File: config.mk
export PLATFORM = sky130hd
export DESIGN_NAME = sledc_top
export DESIGN_NICKNAME = d
export VERILOG_FILES = /design/src/sledc_pkg.sv /design/src/sledc_top.sv
export VERILOG_INCLUDE_DIRS = /design/src
export SDC_FILE = /design/constraint.sdc
export NUM_CORES = 1
export LEC_CHECK = 0
export BUFFER_PORTS_ARGS = -buffer_cell sky130_fd_sc_hd__buf_2
export CAP_MARGIN = 20
export CORE_MARGIN = 2
export CORE_UTILIZATION = 37
export CTS_CLUSTER_DIAMETER = 150
export DETAILED_ROUTE_END_ITERATION = 6
export PLACE_DENSITY_LB_ADDON = 0.2
export SYNTH_ARGS = -nofsm -noshare
export SYNTH_HDL_FRONTEND = slang
export SYNTH_SLANG_ARGS = --single-unit
File: constraint.sdc
create_clock -name clk_i -period 2.85 [get_ports clk_i]
set_input_delay 0.4275 -clock clk_i [delete_from_list [all_inputs] [get_ports clk_i]]
set_output_delay 0.4275 -clock clk_i [all_outputs]
set_load 0.01 [all_outputs]
File: src/sledc_consts.svh
// constants and offsets for the status indicator controller
// What this block does
// blink power green seven seconds during test
// pass: power steady green, module ready lit
// fail: power red, device inactive
// failed device never transmits on network
// test leaves network and field outputs untouched
// checksum copy failure lights status red
// no failure keeps status dark
// unsaved configuration: status steadily lit
// lost parameters: one green status flash
// base fault or illegal module: two flashes
// PID initializing: process flashes green
// all PID in target: process green
// alarm priority above eight: process red
// port not receiving: network off
// link scheduler role: network flashes green
// basic device: network steady green
// default address with traffic: red/green alternate
// fatal network error: network steady red
// restart value written: restart processor
// autoconfigure while out of service: query modules
// firmware update done: clear stored configuration
// alarm red wins; codes repeat with pause
`ifndef SLEDC_CONSTS_SVH
`define SLEDC_CONSTS_SVH
`define SLEDC_CLK_HZ        40000000
`define SLEDC_POST_MS       7000
`define SLEDC_POST_CYC      ((`SLEDC_CLK_HZ / 1000) * `SLEDC_POST_MS)
`define SLEDC_FLASH_MS      250
`define SLEDC_FLASH_CYC     ((`SLEDC_CLK_HZ / 1000) * `SLEDC_FLASH_MS)
`define SLEDC_PAUSE_PH      4'h6
`define SLEDC_ALARM_LIMIT   4'h8
`define SLEDC_MAX_BASES     4'h9
`define SLEDC_ADDR_CTRL     4'h0
`define SLEDC_ADDR_STAT     4'h4
`define SLEDC_ADDR_PROC     4'h8
`define SLEDC_ADDR_NET      4'hc
`define SLEDC_CTRL_RESTART  0
`define SLEDC_CTRL_AUTOCFG  1
`define SLEDC_CTRL_OOS      2
`define SLEDC_CTRL_FWDONE   3
`define SLEDC_CTRL_UNSAVED  4
`define SLEDC_CTRL_LOST     5
`endif

File: src/sledc_pkg.sv
// types for the status indicator controller
package sledc_pkg;
    // two-bit led colour code
    typedef enum logic [1:0] {
        SLEDC_OFF   = 2'h0,
        SLEDC_GREEN = 2'h1,
        SLEDC_RED   = 2'h2
    } sledc_color_t;

    typedef enum logic [2:0] {
        SLEDC_S_TEST = 3'h1,
        SLEDC_S_PASS = 3'h2,
        SLEDC_S_FAIL = 3'h4
    } sledc_state_t;

    // network port condition from the link layer
    typedef struct packed {
        logic receiving;
        logic scheduler;
        logic default_addr;
        logic fatal;
    } sledc_net_t;

    // process control condition
    typedef struct packed {
        logic       pid_init;
        logic       pid_all_target;
        logic [3:0] alarm_prio;
    } sledc_proc_t;

    typedef struct packed {
        logic [1:0] power;
        logic [1:0] status;
        logic [1:0] process;
        logic [1:0] network;
        logic       ready;
    } sledc_leds_t;

    // all state of the controller
    typedef struct packed {
        sledc_state_t state;
        logic [28:0]  post_cnt;
        logic [23:0]  tick_cnt;
        logic [3:0]   phase;
        logic [5:0]   ctrl;
        logic         restart;
        logic         autocfg;
        logic         cfg_clear;
        logic [31:0]  rdata;
        sledc_leds_t  leds;
    } sledc_regs_t;
endpackage

File: src/sledc_top.sv
// indicator and health logic for the fieldbus network module
//
// The register addresses and the address-and-strobe port were chosen for this implementation.
`timescale 1ns/1ps
`include "sledc_consts.svh"
module sledc_top (
    input  wire logic              clk_i,
    input  wire logic              rst_i,
    input  wire logic [3:0]        addr_i,
    input  wire logic [31:0]       wdata_i,
    input  wire logic              wr_i,
    input  wire logic              rd_i,
    output logic [31:0]            rdata_o,
    input  wire logic              post_fail_i,
    input  wire logic              csum_err_i,
    input  wire logic [3:0]        base_count_i,
    input  wire logic              base_hotadd_i,
    input  wire logic              module_illegal_i,
    input  wire sledc_pkg::sledc_proc_t proc_i,
    input  wire sledc_pkg::sledc_net_t  net_i,
    input  wire logic              net_tx_req_i,
    input  wire logic              field_wr_req_i,
    output logic                   net_tx_en_o,
    output logic                   field_wr_en_o,
    output sledc_pkg::sledc_leds_t leds_o,
    output logic                   restart_o,
    output logic                   autocfg_o,
    output logic                   cfg_clear_o
);
    import sledc_pkg::*;

    localparam logic [28:0] POST_CYC  = 29'(`SLEDC_POST_CYC);
    localparam logic [23:0] FLASH_CYC = 24'(`SLEDC_FLASH_CYC);

    sledc_regs_t q;
    sledc_regs_t d;
    logic        tick;
    logic        base_fault;
    logic [1:0]  flashes;

    // flash-count pattern: n on-phases then a pause of dark phases
    function automatic logic code_on(input logic [3:0] ph, input logic [1:0] n);
        code_on = (ph[0] == 1'b0) && (ph[3:1] < {1'b0, n});
    endfunction

    assign tick = (q.tick_cnt == FLASH_CYC - 24'h1);
    assign base_fault = (base_count_i > `SLEDC_MAX_BASES) | base_hotadd_i | module_illegal_i;
    assign flashes = base_fault ? 2'h2 : 2'h1;

    always_comb
    begin
        d = q;
        d.restart   = 1'b0;
        d.autocfg   = 1'b0;
        d.cfg_clear = 1'b0;
        // flash time base, free running
        d.tick_cnt = tick ? 24'h0 : q.tick_cnt + 24'h1;
        if (tick)
        begin
            // repeat with pause
            d.phase = (q.phase == 4'h3 + `SLEDC_PAUSE_PH) ? 4'h0 : q.phase + 4'h1;
        end
        case (q.state)
            SLEDC_S_TEST:
            begin
                // blink during test
                // lit on even phases so the blink starts lit right after reset
                d.leds.power = q.phase[0] ? SLEDC_OFF : SLEDC_GREEN;
                d.post_cnt = q.post_cnt + 29'h1;
                if (q.post_cnt == POST_CYC - 29'h1)
                begin
                    // failed test goes inactive
                    d.state = post_fail_i ? SLEDC_S_FAIL : SLEDC_S_PASS;
                end
            end
            SLEDC_S_PASS:
            begin
                // steady green, ready
                d.leds.power = SLEDC_GREEN;
            end
            SLEDC_S_FAIL:
            begin
                // power red
                d.leds.power = SLEDC_RED;
            end
            default:
            begin
                d.state = SLEDC_S_TEST;
            end
        endcase
        d.leds.ready = (q.state == SLEDC_S_PASS);
        // status: red checksum, then codes, then unsaved, else dark
        if (csum_err_i)
        begin
            // checksum red
            d.leds.status = SLEDC_RED;
        end
        else if (base_fault || q.ctrl[`SLEDC_CTRL_LOST])
        begin
            // one green flash
            // two flashes on base faults
            d.leds.status = code_on(q.phase, flashes) ? SLEDC_GREEN : SLEDC_OFF;
        end
        else if (q.ctrl[`SLEDC_CTRL_UNSAVED])
        begin
            // steady lit
            d.leds.status = SLEDC_GREEN;
        end
        else
        begin
            // dark without failure
            d.leds.status = SLEDC_OFF;
        end
        // alarm red wins
        if (proc_i.alarm_prio > `SLEDC_ALARM_LIMIT)
            d.leds.process = SLEDC_RED;
        // init flashes
        else if (proc_i.pid_init)
            d.leds.process = q.phase[0] ? SLEDC_OFF : SLEDC_GREEN;
        // all in target
        else if (proc_i.pid_all_target)
            d.leds.process = SLEDC_GREEN;
        else
            d.leds.process = SLEDC_OFF;
        // network led, fatal error first
        if (net_i.fatal)
            // steady red
            d.leds.network = SLEDC_RED;
        else if (!net_i.receiving)
            // off when silent
            d.leds.network = SLEDC_OFF;
        else if (net_i.default_addr)
            // red green alternate
            d.leds.network = q.phase[0] ? SLEDC_RED : SLEDC_GREEN;
        else if (net_i.scheduler)
            // scheduler flashes
            d.leds.network = q.phase[0] ? SLEDC_OFF : SLEDC_GREEN;
        else
            // basic device steady
            d.leds.network = SLEDC_GREEN;
        // register writes; command bits self-clear
        if (wr_i && addr_i == `SLEDC_ADDR_CTRL)
        begin
            d.ctrl = wdata_i[5:0];
            // restart pulse
            d.restart = wdata_i[`SLEDC_CTRL_RESTART];
            // autoconfig only out of service
            d.autocfg = wdata_i[`SLEDC_CTRL_AUTOCFG] & wdata_i[`SLEDC_CTRL_OOS];
            // clear on firmware done
            d.cfg_clear = wdata_i[`SLEDC_CTRL_FWDONE];
            if (wdata_i[`SLEDC_CTRL_FWDONE])
                d.ctrl[`SLEDC_CTRL_UNSAVED] = 1'b0;
            d.ctrl[`SLEDC_CTRL_RESTART] = 1'b0;
            d.ctrl[`SLEDC_CTRL_AUTOCFG] = 1'b0;
            d.ctrl[`SLEDC_CTRL_FWDONE]  = 1'b0;
        end
        // read data, one cycle later, zero otherwise
        d.rdata = 32'h0;
        if (rd_i)
        begin
            case (addr_i)
                `SLEDC_ADDR_CTRL: d.rdata = {26'h0, q.ctrl};
                `SLEDC_ADDR_STAT: d.rdata = {29'h0, q.state};
                `SLEDC_ADDR_PROC: d.rdata = {30'h0, q.leds.process};
                `SLEDC_ADDR_NET:  d.rdata = {24'h0, q.leds.network, q.leds.status,
                                             q.leds.power, 1'b0, q.leds.ready};
                default:          d.rdata = 32'h0;
            endcase
        end
    end

    // single state register
    always_ff @(posedge clk_i)
    begin
        if (rst_i)
        begin
            q       <= '0;
            q.state <= SLEDC_S_TEST;
        end
        else
        begin
            q <= d;
        end
    end

    // no transmit unless passed
    // test holds network and field quiet
    assign net_tx_en_o   = net_tx_req_i & (q.state == SLEDC_S_PASS);
    assign field_wr_en_o = field_wr_req_i & (q.state == SLEDC_S_PASS);
    assign leds_o        = q.leds;
    assign rdata_o       = q.rdata;
    assign restart_o     = q.restart;
    assign autocfg_o     = q.autocfg;
    assign cfg_clear_o   = q.cfg_clear;

    // failed state blocks transmit
    chk_fail_no_tx: assert property (@(posedge clk_i) disable iff (rst_i)
        q.state == SLEDC_S_FAIL |-> !net_tx_en_o)
        else $error("transmit after failed test");
    // quiet during test
    chk_test_quiet: assert property (@(posedge clk_i) disable iff (rst_i)
        q.state == SLEDC_S_TEST |-> !net_tx_en_o && !field_wr_en_o)
        else $error("output during self test");
    // fail shows red
    chk_fail_red: assert property (@(posedge clk_i) disable iff (rst_i)
        $past(q.state) == SLEDC_S_FAIL && q.state == SLEDC_S_FAIL |-> leds_o.power == SLEDC_RED)
        else $error("failed test not red");
    // pass shows green and ready
    chk_pass_green: assert property (@(posedge clk_i) disable iff (rst_i)
        $past(q.state) == SLEDC_S_PASS && q.state == SLEDC_S_PASS
        |-> leds_o.power == SLEDC_GREEN && leds_o.ready)
        else $error("passed test not green");
    // alarm red
    chk_alarm_red: assert property (@(posedge clk_i) disable iff (rst_i)
        proc_i.alarm_prio > 4'h8 |=> leds_o.process == SLEDC_RED)
        else $error("alarm not red");
    // fatal red
    chk_fatal_red: assert property (@(posedge clk_i) disable iff (rst_i)
        net_i.fatal |=> leds_o.network == SLEDC_RED)
        else $error("fatal not red");
    // silent port off
    chk_silent_off: assert property (@(posedge clk_i) disable iff (rst_i)
        !net_i.fatal && !net_i.receiving |=> leds_o.network == SLEDC_OFF)
        else $error("silent port lit");
    // checksum red
    chk_csum_red: assert property (@(posedge clk_i) disable iff (rst_i)
        csum_err_i |=> leds_o.status == SLEDC_RED)
        else $error("checksum not red");
    // autoconfig needs out of service
    chk_autocfg_oos: assert property (@(posedge clk_i) disable iff (rst_i)
        wr_i && addr_i == 4'h0 && !wdata_i[2] |=> !autocfg_o)
        else $error("autoconfig while in service");
    // restart pulse follows write
    chk_restart: assert property (@(posedge clk_i) disable iff (rst_i)
        wr_i && addr_i == 4'h0 && wdata_i[0] |=> restart_o)
        else $error("restart pulse wrong");
    // pulse only after a restart write; back to back writes allowed
    chk_restart_src: assert property (@(posedge clk_i) disable iff (rst_i)
        restart_o |-> $past(wr_i && addr_i == 4'h0 && wdata_i[0]))
        else $error("restart pulse without write");
endmodule

# After elaboration in Yosys (flattened, before gate mapping)

Index checks and enable logic that the tools add are counted.
W data, S select, Z words.

Output and inout port bits: 46
Word-level logic and storage cells: 77
Register bits after elaboration: 107
Bits of input ports: 60

$lt $le $gt $ge: 3
Eq/ne operators: 10
Add/subtract/negate cells: 3
Bitwise gates (word level): 10
Reductions and logical operators: 13
Mux-type cells: 21

Operators by type and width:

| cell                    | number |
|---|---|
| $pmux W8 S4             | 1 |
| $add A29 B1 Y29 const B | 1 |
| $eq A29 B29 Y1 const B  | 1 |
| $add A24 B1 Y24 const B | 1 |
| $eq A24 B24 Y1 const B  | 1 |
| $mux W2                 | 7 |
| $eq A4 B4 Y1 const B    | 3 |
| $reduce_or A2 Y1        | 6 |
| $gt A4 B4 Y1 const B    | 2 |
| $mux W1                 | 8 |
| $mux W3                 | 2 |
| $pmux W2 S3             | 1 |
| $pmux W3 S2             | 1 |
| $not A1 Y1              | 5 |
| $add A4 B1 Y4 const B   | 1 |
| $eq A4 B3 Y1 const B    | 1 |
| $logic_not A4 Y1        | 1 |
| $mux W4                 | 1 |
| $and A1 B1 Y1           | 3 |
| $eq A3 B1 Y1 const B    | 1 |
| $eq A3 B2 Y1 const B    | 1 |
| $eq A3 B3 Y1 const B    | 1 |
| $lt A3 B2 Y1            | 1 |
| $reduce_bool A3 Y1      | 1 |
| 6 further kinds         | 8 |

# Longest topological paths before layout

Gate-level depths: netlist of the first run.

Word-level depth: 9
Mapped depth: 7
Gate-level depth less buffers: 7

# Worst setup path after synthesis of the first run

OpenSTA, ideal clock, no wires.

Kind: reg-to-reg
Start point: register q[71] (netlist bit)
End point: register q[51] (netlist bit)
Setup time: 0.071 ns
Path slack: 0.815 ns
Path buffers: 1
Stages on the path, launching flop included: 6
Period minus slack after synthesis: 2.035 ns
Data arrival time: 1.965 ns
Data required time: 2.779 ns
Path through: dfxtp_1 or4b_1 or4_1 buf_2 or4_1 a21oi_1

Word-level cells in the longest chain between the ends: 1

RTL lines:

| what               | line            | text |
|---|---|---|
| start: declaration | sledc_top.sv:35 | `sledc_regs_t q;` |
| $eq A24 B24 Y1     | sledc_top.sv:46 | `assign tick = (q.tick_cnt == FLASH_CYC - 24'h1);` |

No other way between the ends.
A chain may end at the register's enable or synchronous reset.

# Final worst setup path of the first run

Start point: register q[107] (netlist bit)
End point: register q[105] (netlist bit)

Word-level cells in the longest chain between the ends: 1

RTL lines:

| what         | line            | text |
|---|---|---|
| $eq A3 B1 Y1 | sledc_top.sv:63 | `case (q.state)` |

No other way between the ends.

==> impl_metrics.json, run 1 <==
{
  "synth.distinct_cells": 46,
  "fillers": 1100,
  "rows": 38,
  "first_global_vias": 2986,
  "peakVddDrop_mv": 0.317,
  "setup_violations": 0,
  "path_class": "reg2reg",
  "yosysSeqAreaShare": 0.411,
  "use_met3": 0.0416,
  "synth-async-reset-ratio": 0,
  "critPathCaptureType": "register",
  "drtIter0Drc": 111,
  "io_buffers": 54,
  "synth_top_cell_by_area": "dfxtp_1",
  "track_usage": 0.143,
  "rsz0062_at_grt": "false",
  "grtUsageMet1": 0.169,
  "routed_wl_um": 8290,
  "wl_per_cell_um": 12.6,
  "ff_latch_area_mm2": 0.00166,
  "synth-edff-count": 0,
  "cts.sinks": 83,
  "cts_resized": 0,
  "cts_tree": "yes",
  "ant_nets": 0,
  "final_cell_area_mm2": 0.00442,
  "grt_antenna_before_repair": 0,
  "place_area_mm2": 0.00423,
  "die_width_um": 109,
  "synth.most_common_cell": "dfxtp_1",
  "clk_latency_ns": 0.36,
  "core_area_mm2": 0.0107,
  "finClkSkew_ns": 0.00960,
  "yosys_most_used_dff": "dfxtp_1",
  "syn_area_mm2": 0.00405,
  "crit_required_ns": 3.15,
  "cp_max_fo": 20,
  "setup_tns_ns": 0,
  "relSlewSlack": 0.588,
  "nets": 574,
  "first_pass_iters": 4,
  "dieHeight_um": 109,
  "setup_slack_ns": 0.466,
  "worstPathArrival_ns": 2.68,
  "post-cts-setup-buffers": 0,
  "period_share": 0.837,
  "htreeDepth": 3,
  "start_util": 0.377,
  "cts_hold_buffers": 0,
  "hold_viol_final": 0,
  "grt_pass1_wl_um": 13300,
  "hold_slack_ns": 0.282,
  "slew_violations": 0,
  "grt_overflow": 0,
  "multi_input_area_mm2": 0.00203,
  "status": "complete, no violations",
  "cp-start-kind": "register",
  "synth_area_per_cell_um2": 8.41,
  "ctsLongestPathBuffers": 2,
  "tightest_slew_ns": 0.616,
  "drive_above_1_share": 0.163,
  "synth_cells": 481,
  "area_growth_pct": 9.28,
  "place_congestion": 0.723,
  "antenna_cells": 0,
  "leakagePower_nw": 1.59,
  "utilization": 0.412,
  "drv_cap": 0,
  "cts_made_buffers": 9,
  "grt_start_max_net_pins": 30,
  "grtUsageMet2": 0.237,
  "finalCriticalPeriod_ns": 2.38,
  "via_per_inst": 5.13,
  "synth-seq-cells": 83,
  "dp_hpwl_um": 5790,
  "hp-class": "in2reg",
  "place_ws_ns": 0.471,
  "clk_pin_slew_ns": 0.08,
  "design.die.area_mm2": 0.0118,
  "busiest_layer": "met2",
  "drcViolationCount": 0,
  "power_density_mw_per_mm2": 482,
  "cts-root-buf": "clkbuf_8",
  "io_pins": 106,
  "synth_commonest_cells": "dfxtp_1 (83), nor2_1 (42), a21oi_1 (41), buf_4 (41), nand2_1 (26)",
  "synth_top_area_frac": 0.411,
  "synth.top_cells.by_area": "dfxtp_1 (41%), buf_4 (7.6%), a21oi_1 (5.1%), or4_1 (4.3%), nor2_1 (3.9%)",
  "clock.fmax_mhz": 419,
  "vias": 3363,
  "yosysWarnings": 0
}
critical path, cell delays in order, from the launching register on:
cell and delay (ns):
dfxtp_1 0.52, nand4b_1 0.28, or4_1 0.78, or4_1 0.60, a21oi_1 0.14
state kept, by name, summed over array words and instances (netlist names):
name / count
autocfg_o: 1
rdata_o: 8
q: 63
restart_o: 1
leds_o: 9
cfg_clear_o: 1
final timing paths:
check | from | endpoint | slack [ns] | cells after the start
worst max-delay path | q[107] | q[105] | 0.47 | 4
worst min-delay path | wdata_i[1] | autocfg_o | 0.28 | 3
worst max register to register | q[107] | q[105] | 0.47 | 4
worst min register to register | q[54] | q[54] | 0.45 | 1
kinds of logic after synthesis:
kind of cell | share of synthesized area
compound gates | 0.132
xor+xnor | 0.0411
fa+ha+maj | 0.0118
buf+inv | 0.110
flops | 0.411
mux | 0.0186
other cells | 0.000927
simple gates | 0.275
report_power, final:
group          internal [mW]  switching [mW]
Combinational         0.0419          0.0657
Clock                  0.424           0.417
Sequential              1.17         0.00886
Total                   1.64           0.492
layer usage:
metal	vias up	part of all wire
met5	-	0
met4	0	0.015
met3	10	0.042
met2	60	0.48
met1	1556	0.47
li1	1737	-
metrics by stage:
stage                     power [mW]  cells
final                           2.13    656
after detailed placement        1.32    640
after floorplan                 1.31    504
after CTS                       2.16    656
after global routing            2.23    656
after global placement          1.32    640
cell usage in the layout, fill, tap and decap left out, types with 8 or more instances in the layout:
master    count
and3_1        9
nor4_1        8
nand3_1      19
nand2_1      26
or4_1        23
inv_1        11
nand4_1      14
dfxtp_1      83
buf_2        54
nor2_1       42
or3_1        17
clkbuf_8     10
a21oi_1      41
nor3_1        8
o21ai_0      21
conb_1       24
xnor2_1      16
o31ai_1      20
final cells by class:
type / count / area share
clock buffers: 11 / 0.0320
clock inverters: 5 / 0.0119
inverters: 11 / 0.00934
multi-input cells: 345 / 0.458
flip-flops and latches: 83 / 0.376
well taps: 140 / 0.0396
repair buffers: 61 / 0.0730
(Power assumes the default switching activity.)
==> run 2, diff against run 1 <==
Clock period 2.85 ns to 1.9 ns, I/O delays scaled along.
==> impl_metrics.json, run 2 (synthesized netlist as in run 1, its figures left out) <==
{
  "layout.cells.non_filler": 712,
  "top_register": "q",
  "slew_violations": 0,
  "fillers": 1114,
  "dp_hpwl_um": 6290,
  "cts_made_buffers": 9,
  "worstPathArrival_ns": 2.32,
  "busiest_layer": "met2",
  "p_total_mw": 3.09,
  "period_share": 1.07,
  "slowest_delay_ns": 0.54,
  "design.die.area_mm2": 0.0118,
  "crit_required_ns": 2.18,
  "first_global_vias": 3321,
  "min_delay_path_depth": 3,
  "area_growth_pct": 25.7,
  "regToRegSetupSlack_ns": -0.13,
  "min_to": "autocfg_o",
  "cts.sinks": 83,
  "track_usage": 0.154,
  "grtUsageMet1": 0.187,
  "drtIter0Drc": 154,
  "ctsLongestPathBuffers": 2,
  "largest_reg_flops": 63,
  "vias": 3662,
  "final_common_cell": "dfxtp_1",
  "finalCriticalPeriod_ns": 2.03,
  "peakVddDrop_mv": 0.379,
  "hp-start": "wdata_i[1]",
  "htreeDepth": 3,
  "routed_wl_um": 9270,
  "setup_violations": 12,
  "failed_checks": "setup timing",
  "rsz0062_at_grt": "true",
  "drcViolationCount": 0,
  "drive_above_1_share": 0.336,
  "antenna_cells": 0,
  "cp_slowest_cell": "or4_4",
  "nets": 631,
  "r2r-start": "q[71]",
  "grt_start_max_net_pins": 35,
  "io_pins": 106,
  "final_cell_mix": "dfxtp_1 (75), buf_2 (56), buf_4 (51)",
  "rows": 38,
  "dieHeight_um": 109,
  "hold_viol_final": 0,
  "ant_nets": 0,
  "power_density_mw_per_mm2": 608,
  "path_cells": "or4b_1 > or4_4 > or4_4 > a21oi_2",
  "cp-start-kind": "register",
  "critPathCaptureType": "register",
  "status": "complete, but fails checks",
  "worstRegToRegCells": 4,
  "grt_overflow": 0,
  "die_width_um": 109,
  "cts_hold_buffers": 0,
  "place_inst": 688,
  "cts-root-buf": "clkbuf_8",
  "grt_antenna_before_repair": 0,
  "setup_slack_ns": -0.135,
  "clk_latency_ns": 0.35,
  "leakagePower_nw": 1.91,
  "via_per_inst": 5.14,
  "reg2reg_to": "q[51]",
  "clk_pin_slew_ns": 0.08,
  "path_class": "reg2reg",
  "cts_tree": "yes",
  "crit_top_cell": "or4_4",
  "wl_per_cell_um": 13.0,
  "cp_max_fo": 8,
  "drv_cap": 0,
  "io_buffers": 54,
  "grtUsageMet2": 0.274,
  "clock.fmax_mhz": 491,
  "start_util": 0.377,
  "place_congestion": 0.741,
  "use_met3": 0.0295,
  "hp-class": "in2reg",
  "grt_pass1_wl_um": 14700,
  "finClkSkew_ns": 0.00863,
  "core_area_mm2": 0.0107,
  "first_pass_iters": 4
}
run 2: cell count changes in the layout (fill, tap and decap cells not counted), sizes merged:
| cell | previous run | this run |
|---|---|---|
| or3 | 19 | 20 |
| or4 | 23 | 24 |
| buf | 61 | 116 |
| clkinvlp | 1 | 2 |
| clkbuf | 11 | 10 |
| bufinv | 1 | 0 |
run 2: area by class of cell:
type | instances | area (µm²) | share of cell area
clock buffer | 10 | 138 | 0.0271
clock inverter | 5 | 30.0 | 0.00591
inverter | 11 | 41.3 | 0.00812
multi-input combinational | 347 | 2250 | 0.443
sequential | 83 | 1670 | 0.329
tap | 140 | 175 | 0.0344
timing repair buffer | 116 | 773 | 0.152
run 2: repair_timing:
| item | 4_1_cts | 5_1_grt |
|---|---|---|
| hold endpoints to repair | 0 | 0 |
| buffers inserted | 0 | 5 |
| cloned | 1 | 3 |
| setup endpoints to repair | 46 | 47 |
| pin swaps | 3 | 41 |
| gates resized for setup | 7 | 54 |
run 2: metrics by stage:
stage                     cell area, µm²  setup TNS (ns)  worst slack [ns]  utilization  hold slack, ns
after global routing                5080           -3.54            -0.194        0.473           0.155
after floorplan                     4160           -1.10            -0.135            -           0.403
final                               5080          -0.495            -0.135        0.473           0.165
after detailed placement            4620           -3.27            -0.173        0.430           0.438
after CTS                           4820          -0.396            -0.123        0.449           0.153
after global placement              4620           -2.34            -0.181        0.430           0.440
run 2: routing by layer:
metal / share of wire / wire length (µm)
met2: 0.51 / 4720
met1: 0.45 / 4130
met3: 0.030 / 274
met4: 0.016 / 146
met5: 0 / 0
run 2: worst max-delay path, delay by kind of cell, from the launching register on:
family             cells  cell delay, ns
and+or+nand+nor        3            1.52
DFF                    1            0.32
AOI/OAI and AO/OA      1            0.13
run 2: worst max path at each step:
stage	start	endpoint	slack, ns	cells after the start
after CTS	q[71]	q[51]	-0.12	4
after global placement	q[71]	q[51]	-0.18	4
after floorplan	q[71]	q[51]	-0.14	5
after detailed placement	q[71]	q[51]	-0.17	4
final	q[71]	q[51]	-0.13	4
after global routing	q[55]	q[51]	-0.19	5
run 2: report_power, final:
group	internal, mW	leakage [nW]	switching (mW)	total [mW]
combinational	0.0880	1.16	0.110	0.198
clock	0.496	0.0839	0.623	1.12
sequential	1.76	0.674	0.0136	1.77
total	2.34	1.91	0.747	3.09
